## src/logic/iocg_regs.vh

```
// Summary of operation
// Core output data is registered before it reaches the pad buffer.
// Single-rate mode sends the first data input through one storage element.
// That single-rate element works as an edge register or a transparent latch.
// Generic double-rate mode registers both data inputs on the rising edge.
// Held second data moves to the falling-phase register on the falling edge.
// Generic double-rate output alternates between phase registers using the clock.
// Right-edge cells add a memory double-rate mode to the common modes.
// Memory double-rate mode selects phase registers with the quadrature write strobe.
// A neighbouring cell drives the complementary, inverted pad output; here the same cell drives pad_n_out from its own pad_n_ff.
// The input gearbox is a three-stage register pipeline.
// Stage one samples high-speed data on both edge-clock edges.
// Stage two aligns data by the alignment-load and phase-select controls.
// Stage three hands aligned data to the core on the slow clock.
// Double-rate output shows rise value while selector high, fall value while low.
`ifndef IOCG_REGS_VH
`define IOCG_REGS_VH
`define IOCG_MODE_W        2
`define IOCG_MODE_SDR      2'h0
`define IOCG_MODE_DDR_GEN  2'h1
`define IOCG_MODE_DDR_MEM  2'h2
`define IOCG_GEAR_W        4
`define IOCG_SHIFT_W       6
`define IOCG_SLOW_W        2
`define IOCG_SLOW_LAST     2'h3
`define IOCG_FIFO_DEPTH    4
`define IOCG_RIGHT_EDGE    1
`endif

```

## src/logic/iocg_top.v

```verilog
`timescale 1ns/1ps
`include "iocg_regs.vh"
// I/O cell: output register path with single and double rate, input gearbox.
// The output clock and the edge clock are modelled as a phase that toggles
// every reference cycle; phase high is the clock-high half period.
module iocg_top #(
	parameter RIGHT_EDGE = `IOCG_RIGHT_EDGE,
	parameter GEAR_W     = `IOCG_GEAR_W,
	parameter FIFO_DEPTH = `IOCG_FIFO_DEPTH
) (
	input  wire                   ref_clk_in,
	input  wire                   rst_b_in,
	input  wire [`IOCG_MODE_W-1:0] out_mode_in,
	input  wire                   sdr_latch_in,
	input  wire                   first_data_in,
	input  wire                   second_data_in,
	input  wire                   quadrature_write_strobe_in,
	input  wire                   out_enable_in,
	input  wire                   hs_data_in,
	input  wire                   align_update_in,
	input  wire                   align_phase_select_in,
	input  wire                   core_ready_in,
	output wire                   out_phase_out,
	output wire                   pad_out,
	output wire                   pad_n_out,
	output wire                   pad_oe_out,
	output wire [GEAR_W-1:0]      core_data_out,
	output wire                   core_valid_out,
	output wire                   slow_tick_out,
	output wire                   gbx_overrun_out
);
	reg                phase_ff;
	reg                rise_phase_reg;
	reg                hold_ff;
	reg                fall_phase_reg;
	reg                pad_ff;
	reg                pad_n_ff;
	reg                pad_oe_ff;
	reg                nxt_pad;
	reg [`IOCG_MODE_W-1:0] mode_eff;
	reg                s1_rise_ff;
	reg                s1_fall_ff;
	reg [`IOCG_SHIFT_W-1:0] shift_ff;
	reg                sel_ff;
	reg [GEAR_W-1:0]   s2_ff;
	reg [GEAR_W-1:0]   s3_ff;
	reg                s3_valid_ff;
	reg [`IOCG_SLOW_W-1:0] slow_cnt_ff;
	reg                slow_tick_ff;
	reg                overrun_ff;
	reg [GEAR_W-1:0]   core_data_ff;
	reg                core_valid_ff;
	wire               rise_edge;
	wire               fall_edge;
	wire               selector;
	wire               fifo_wr_ready;
	wire               fifo_rd_valid;
	wire [GEAR_W-1:0]  fifo_rd_data;
	wire               fifo_pop;
	wire               slow_tick;

	// Rising edge of the modelled clock is the cycle where the phase goes high.
	assign rise_edge = ~phase_ff;
	assign fall_edge = phase_ff;
	assign slow_tick = (slow_cnt_ff == `IOCG_SLOW_LAST);

	// Memory mode exists only on right-edge cells; elsewhere it falls back to generic.
	always @* begin
		mode_eff = out_mode_in;
		if (out_mode_in == `IOCG_MODE_DDR_MEM && RIGHT_EDGE == 0) begin
			mode_eff = `IOCG_MODE_DDR_GEN;
		end else if (out_mode_in == `IOCG_MODE_DDR_MEM) begin
			mode_eff = `IOCG_MODE_DDR_MEM;
		end
	end

	// Selector for the phase multiplexer: clock in generic mode, strobe in memory mode.
	assign selector = (mode_eff == `IOCG_MODE_DDR_MEM) ? quadrature_write_strobe_in
	                  : ~phase_ff;

	always @* begin
		nxt_pad = pad_ff;
		if (mode_eff == `IOCG_MODE_SDR) begin
			if (sdr_latch_in) begin
				if (fall_edge) begin
					nxt_pad = first_data_in;
				end
			end else if (rise_edge) begin
				nxt_pad = first_data_in;
			end
		end else if (selector) begin
			nxt_pad = rise_phase_reg;
		end else begin
			nxt_pad = fall_phase_reg;
		end
	end

	always @(posedge ref_clk_in or negedge rst_b_in) begin
		if (!rst_b_in) begin
			phase_ff       <= 1'b0;
			rise_phase_reg <= 1'b0;
			hold_ff        <= 1'b0;
			fall_phase_reg <= 1'b0;
			pad_ff         <= 1'b0;
			pad_n_ff       <= 1'b1;
			pad_oe_ff      <= 1'b0;
		end else begin
			phase_ff  <= ~phase_ff;
			pad_oe_ff <= out_enable_in;
			if (rise_edge) begin
				rise_phase_reg <= first_data_in;
				hold_ff        <= second_data_in;
			end
			if (fall_edge) begin
				fall_phase_reg <= hold_ff;
			end
			pad_ff   <= nxt_pad;
			pad_n_ff <= ~nxt_pad;
		end
	end

	assign out_phase_out = phase_ff;
	assign pad_out       = pad_ff;
	assign pad_n_out     = pad_n_ff;
	assign pad_oe_out    = pad_oe_ff;

	// Input gearbox, stage one: one sample per edge-clock half period.
	always @(posedge ref_clk_in or negedge rst_b_in) begin
		if (!rst_b_in) begin
			s1_rise_ff <= 1'b0;
			s1_fall_ff <= 1'b0;
			shift_ff   <= {`IOCG_SHIFT_W{1'b0}};
		end else begin
			if (rise_edge) begin
				s1_rise_ff <= hs_data_in;
			end
			if (fall_edge) begin
				s1_fall_ff <= hs_data_in;
			end
			if (rise_edge) begin
				shift_ff <= {shift_ff[`IOCG_SHIFT_W-3:0], s1_rise_ff, s1_fall_ff};
			end
		end
	end

	// Stage two: phase select takes effect at an alignment load; word built on slow tick.
	always @(posedge ref_clk_in or negedge rst_b_in) begin
		if (!rst_b_in) begin
			sel_ff       <= 1'b0;
			s2_ff        <= {GEAR_W{1'b0}};
			slow_cnt_ff  <= {`IOCG_SLOW_W{1'b0}};
			slow_tick_ff <= 1'b0;
		end else begin
			slow_cnt_ff  <= slow_cnt_ff + 1'b1;
			slow_tick_ff <= slow_tick;
			if (align_update_in) begin
				sel_ff <= align_phase_select_in;
			end
			if (slow_tick) begin
				s2_ff <= sel_ff ? shift_ff[GEAR_W:1] : shift_ff[GEAR_W-1:0];
			end
		end
	end

	// Stage three: slow-clock register; it holds its pending word while the FIFO is full.
	always @(posedge ref_clk_in or negedge rst_b_in) begin
		if (!rst_b_in) begin
			s3_ff       <= {GEAR_W{1'b0}};
			s3_valid_ff <= 1'b0;
			overrun_ff  <= 1'b0;
		end else begin
			if (slow_tick) begin
				if (s3_valid_ff && !fifo_wr_ready) begin
					overrun_ff <= 1'b1;
				end else begin
					s3_ff       <= s2_ff;
					s3_valid_ff <= 1'b1;
				end
			end else if (s3_valid_ff && fifo_wr_ready) begin
				s3_valid_ff <= 1'b0;
			end
		end
	end

	iocg_fifo #(
		.WIDTH (GEAR_W),
		.DEPTH (FIFO_DEPTH),
		.AW    (2)
	) u_fifo (
		.ref_clk_in   (ref_clk_in),
		.rst_b_in     (rst_b_in),
		.wr_valid_in  (s3_valid_ff),
		.wr_ready_out (fifo_wr_ready),
		.wr_data_in   (s3_ff),
		.rd_valid_out (fifo_rd_valid),
		.rd_ready_in  (fifo_pop),
		.rd_data_out  (fifo_rd_data)
	);

	// Output skid register so the core sees flip-flop outputs.
	assign fifo_pop = ~core_valid_ff | core_ready_in;

	always @(posedge ref_clk_in or negedge rst_b_in) begin
		if (!rst_b_in) begin
			core_data_ff  <= {GEAR_W{1'b0}};
			core_valid_ff <= 1'b0;
		end else if (fifo_pop) begin
			core_data_ff  <= fifo_rd_data;
			core_valid_ff <= fifo_rd_valid;
		end
	end

	assign core_data_out   = core_data_ff;
	assign core_valid_out  = core_valid_ff;
	assign slow_tick_out   = slow_tick_ff;
	assign gbx_overrun_out = overrun_ff;
endmodule

```

## src/logic/iocg_fifo.v

```verilog
`timescale 1ns/1ps
// Small synchronous FIFO with valid and ready on both sides.
module iocg_fifo #(
	parameter WIDTH = 4,
	parameter DEPTH = 4,
	parameter AW    = 2
) (
	input  wire             ref_clk_in,
	input  wire             rst_b_in,
	input  wire             wr_valid_in,
	output wire             wr_ready_out,
	input  wire [WIDTH-1:0] wr_data_in,
	output wire             rd_valid_out,
	input  wire             rd_ready_in,
	output wire [WIDTH-1:0] rd_data_out
);
	reg [WIDTH-1:0] mem_ff [0:DEPTH-1];
	reg [AW-1:0]    wr_ptr_ff;
	reg [AW-1:0]    rd_ptr_ff;
	reg [AW:0]      count_ff;
	wire            push;
	wire            pop;
	integer         i;

	assign wr_ready_out = (count_ff != DEPTH[AW:0]);
	assign rd_valid_out = (count_ff != {(AW+1){1'b0}});
	assign rd_data_out  = mem_ff[rd_ptr_ff];
	assign push         = wr_valid_in & wr_ready_out;
	assign pop          = rd_valid_out & rd_ready_in;

	always @(posedge ref_clk_in or negedge rst_b_in) begin
		if (!rst_b_in) begin
			wr_ptr_ff <= {AW{1'b0}};
			rd_ptr_ff <= {AW{1'b0}};
			count_ff  <= {(AW+1){1'b0}};
			for (i = 0; i < DEPTH; i = i + 1) begin
				mem_ff[i] <= {WIDTH{1'b0}};
			end
		end else begin
			if (push) begin
				mem_ff[wr_ptr_ff] <= wr_data_in;
				wr_ptr_ff         <= (wr_ptr_ff == DEPTH[AW-1:0] - 1'b1) ? {AW{1'b0}}
				                     : wr_ptr_ff + 1'b1;
			end
			if (pop) begin
				rd_ptr_ff <= (rd_ptr_ff == DEPTH[AW-1:0] - 1'b1) ? {AW{1'b0}}
				             : rd_ptr_ff + 1'b1;
			end
			if (push && !pop) begin
				count_ff <= count_ff + 1'b1;
			end else if (pop && !push) begin
				count_ff <= count_ff - 1'b1;
			end
		end
	end
endmodule

```

## config.mk

```make
export PLATFORM = sky130hd
export DESIGN_NAME = iocg_top
export DESIGN_NICKNAME = d
export VERILOG_FILES = /design/src/logic/iocg_top.v /design/src/logic/iocg_fifo.v
export VERILOG_INCLUDE_DIRS = /design/src /design/src/logic
export SDC_FILE = /design/constraint.sdc
export NUM_CORES = 1
export LEC_CHECK = 0
export ABC_AREA = 0
export BUFFER_PORTS_ARGS = -buffer_cell sky130_fd_sc_hd__buf_2
export CELL_PAD_IN_SITES_DETAIL_PLACEMENT = 1
export CELL_PAD_IN_SITES_GLOBAL_PLACEMENT = 1
export CORE_AREA = 2 2 63 89
export CTS_CLUSTER_SIZE = 30
export DETAILED_ROUTE_END_ITERATION = 8
export DIE_AREA = 0 0 65 91
export GPL_TIMING_DRIVEN = 0
export HOLD_SLACK_MARGIN = 0.15
export PLACE_DENSITY = 0.82
export SLEW_MARGIN = 5
export SYNTH_ARGS = -nofsm -noshare
export SYNTH_HDL_FRONTEND = slang
export SYNTH_HIERARCHICAL = 1
export SYNTH_SLANG_ARGS = --single-unit
```

## constraint.sdc

```tcl
create_clock -name ref_clk_in -period 2.85 [get_ports ref_clk_in]
set_clock_uncertainty 0.2 [all_clocks]
set_input_delay 0.1425 -clock ref_clk_in [delete_from_list [all_inputs] [get_ports ref_clk_in]]
set_output_delay 0.1425 -clock ref_clk_in [all_outputs]
set_load 0.005 [all_outputs]
```

==> run_results.csv <==
group,metric,value,unit
finish,reg_top3,"u_fifo/mem_ff: 16 flops, shift_ff: 5 flops",
synthesis,synth_top_area_cell,"dfrtp_1",
route,drtAntennaViolNets,0,
route,dr.pass1.iters,4,
synthesis,synthFlopType,"dfrtp_1",
finish,syn_to_final_growth,17.6,%
critical_path,crit_required,2880,ps
floorplan,chipHeight,91,um
critical_path,crit_type,"reg -> reg",
sta,slew_headroom,54.1,%
finish,layout.cells.non_filler,282,
global_route,antenna_found_initial,0,
clock_tree,h-tree-depth,2,
synthesis,synthAdderAreaFrac,4.47,%
global_route,grt.met3_usage,4.09,%
critical_path,worstSetupStartpointType,"register",
floorplan,die_x,65,um
synthesis,async_flop_share,100,%
sta,finalSetupTns,0,ps
global_route,grt-ovfl-total,0,
synthesis,ys_warn_count,6,
route,route.vias.total,1414,
route,avgRoutedWirePerCell,16.3,um
synthesis,yosysUniqueCellTypes,26,
clock_tree,numCtsBuffers,5,
clock_tree,clk_latency,300,ps
placed_design,preCtsSetupSlack,411,ps
placed_design,portBuffers,23,
synthesis,syn_inst,172,
floorplan,rows,31,
sta,layout_setup_ws,402,ps
placed_design,hpwl,3320,um
sta,finalHoldViolCount,0,
clock_tree,clk_pin_slew_worst_paths,90,ps
global_route,grtUsageMet2,35.4,%
floorplan,coreArea,5080,um2
finish,diodes,0,
synthesis,ys_top_cells_by_area,"dfrtp_1 (57%), mux2_2 (17%), mux4_2 (3.7%)",
global_route,track_usage,17.6,%
job,maxCapViolations,0,
synthesis,synth_edf_count,0,
route,drcViolationCount,0,
clock_tree,clock-sinks,56,
floorplan,initial_core_util,47.4,%
synthesis,yosysTopAreaCellShare,57.2,%
critical_path,cp_max_fo,4,
finish,layout_common_cells,"dfrtp_1 (55), mux2_2 (36), buf_2 (25), nand2_1 (13), dlygate4sd3_1 (13)",
clock_tree,cts_resized,0,
power,peakVddDrop,423,uV
finish,regMostFlops,"u_fifo/mem_ff",
floorplan,ios,24,
synthesis,syn_area_per_cell,14.0,um2
global_route,grt-busiest-layer,"met2",
route,drt-total-wl,4590,um
run_status,outcome,"finished clean",
sta,grt_setup_unrepaired,"false",
synthesis,syn_area,2410,um2
clock_tree,cts-root-buf,"clkbuf_8",
sta,fin_crit,2450,ps
power,powerDensity,844,nW/um2
synthesis,synthXorXnorAreaFrac,1.77,%
placed_design,dp.cells,261,
synthesis,ys_seq_area_share,58.3,%
synthesis,synth-seq-cells,56,
sta,max_freq,0.409,GHz
synthesis,synth_top_family_by_area,"multiplexers",
finish,largest_register_ffs,16,
synthesis,synth-simple-area-share,6.24,%
route,drtIter0Drc,31,
floorplan,dieArea,5920,um2
synthesis,synth_compound_area_share,2.60,%
sta,worst_pin_slew,688,ps
synthesis,syn_nets,193,
finish,final_common_cell,"dfrtp_1",
sta,finalSetupViolations,0,
clock_tree,cts_tree,"built",
critical_path,critPathArrivalTime,2480,ps
sta,period_share,85.9,%
critical_path,ff2ff_setup_slack,400,ps
clock_tree,cts_setup_buffers,0,
global_route,grt_max_degree,57,
global_route,grt_pass1_wl,7760,um
worst_hold_path,hold_class,"in -> async",
clock_tree,cts_buffer_depth,2,
sta,slew_violations,0,
placed_design,gp_congestion,0.703,
critical_path,worstSetupEndpointType,"register",
global_route,use_met1,16.5,%
power,p_leak,1.33,nW
global_route,grt_pass1_vias,1652,
finish,nets,236,
route,viasPerCell,5.01,
synthesis,synth.area.mux_share,23.5,%
finish,final_layout_size_suffix_gt1_share,37.0,%
-- worst paths after layout --
kind / cells after the start / startpoint / to
worst min-delay path: 2 / rst_b_in / u_fifo/count_ff[2]
worst min register to register: 1 / slow_cnt_ff[0] / slow_cnt_ff[0]
min in group ref_clk_in: 1 / slow_cnt_ff[0] / slow_cnt_ff[0]
worst max register to register: 8 / u_fifo/count_ff[1] / u_fifo/count_ff[2]
worst max-delay path: 8 / u_fifo/count_ff[1] / u_fifo/count_ff[2]
max in group asynchronous: 2 / rst_b_in / s1_rise_ff
-- synthesized netlist by cell type (2+ instances only) --
| master | instances |
|---|---|
| a21oi_1 | 4 |
| buf_2 | 3 |
| buf_4 | 2 |
| dfrtp_1 | 55 |
| ha_1 | 7 |
| inv_1 | 9 |
| mux2_2 | 36 |
| mux2i_1 | 7 |
| mux4_2 | 4 |
| nand2_1 | 13 |
| nand2b_1 | 3 |
| nor2_1 | 12 |
| nor2b_1 | 2 |
| o21ai_0 | 2 |
| xor2_1 | 2 |
-- layout make-up --
class	instances	area [um2]
Clock inverter	2	10.0
Clock buffer	6	82.6
Buffer	6	41.3
Timing Repair Buffer	36	248
Tap cell	66	82.6
Multi-Input combinational cell	101	928
Inverter	9	33.8
Sequential cell	56	1400
Fill cell	530	2250
-- timing repair --
action,in CTS,in global routing
setup endpoints to repair,0,0
hold buffers,13,0
endpoints found under the hold margin,64,0
-- per-layer routing --
| layer | share of wire [%] | vias up |
|---|---|---|
| li1 | - | 662 |
| met1 | 34 | 726 |
| met2 | 62 | 20 |
| met3 | 2.4 | 6 |
| met4 | 1.2 | 0 |
| met5 | 0 | - |
-- critical path, stage by stage, from the launching register on --
cell and delay [ps]:
dfrtp_1 450, or3_1 410, nand2_1 170, ha_1 220, inv_1 70, fa_1 390, xor2_1 160, nor2_1 130
xor2_1 170
-- cells by family (layout without fill, tap and decap cells) --
kind of cell,count (synthesis),after routing
and+or+nand+nor,32,32
DFF,56,56
adders and majority gates,8,8
muxes,47,47
buffers and inverters,15,59
xor gates and xnor gates,4,4
AOI/OAI and AO/OA,10,10
-- per-stage QoR --
| stage | cell area, um2 | total power [mW] | hold WS, ps | util [%] |
|---|---|---|---|---|
| after floorplan | 2410 | 1.72 | -353 | - |
| after global placement | 2600 | 1.85 | 51.4 | 51.2 |
| after detailed placement | 2600 | 1.95 | 53.6 | 51.2 |
| after CTS | 2830 | 2.42 | 253 | 55.6 |
| after global routing | 2830 | 2.54 | 271 | 55.7 |
| final | 2830 | 2.39 | 212 | 55.7 |
-- where the power goes --
group          total, mW  leakage, nW  internal [mW]  switching (mW)
Combinational      0.747        0.619          0.448           0.299
Sequential          1.21        0.656           1.03           0.175
Clock              0.436       0.0510          0.194           0.242
Power figures use the tool's default switching activity.
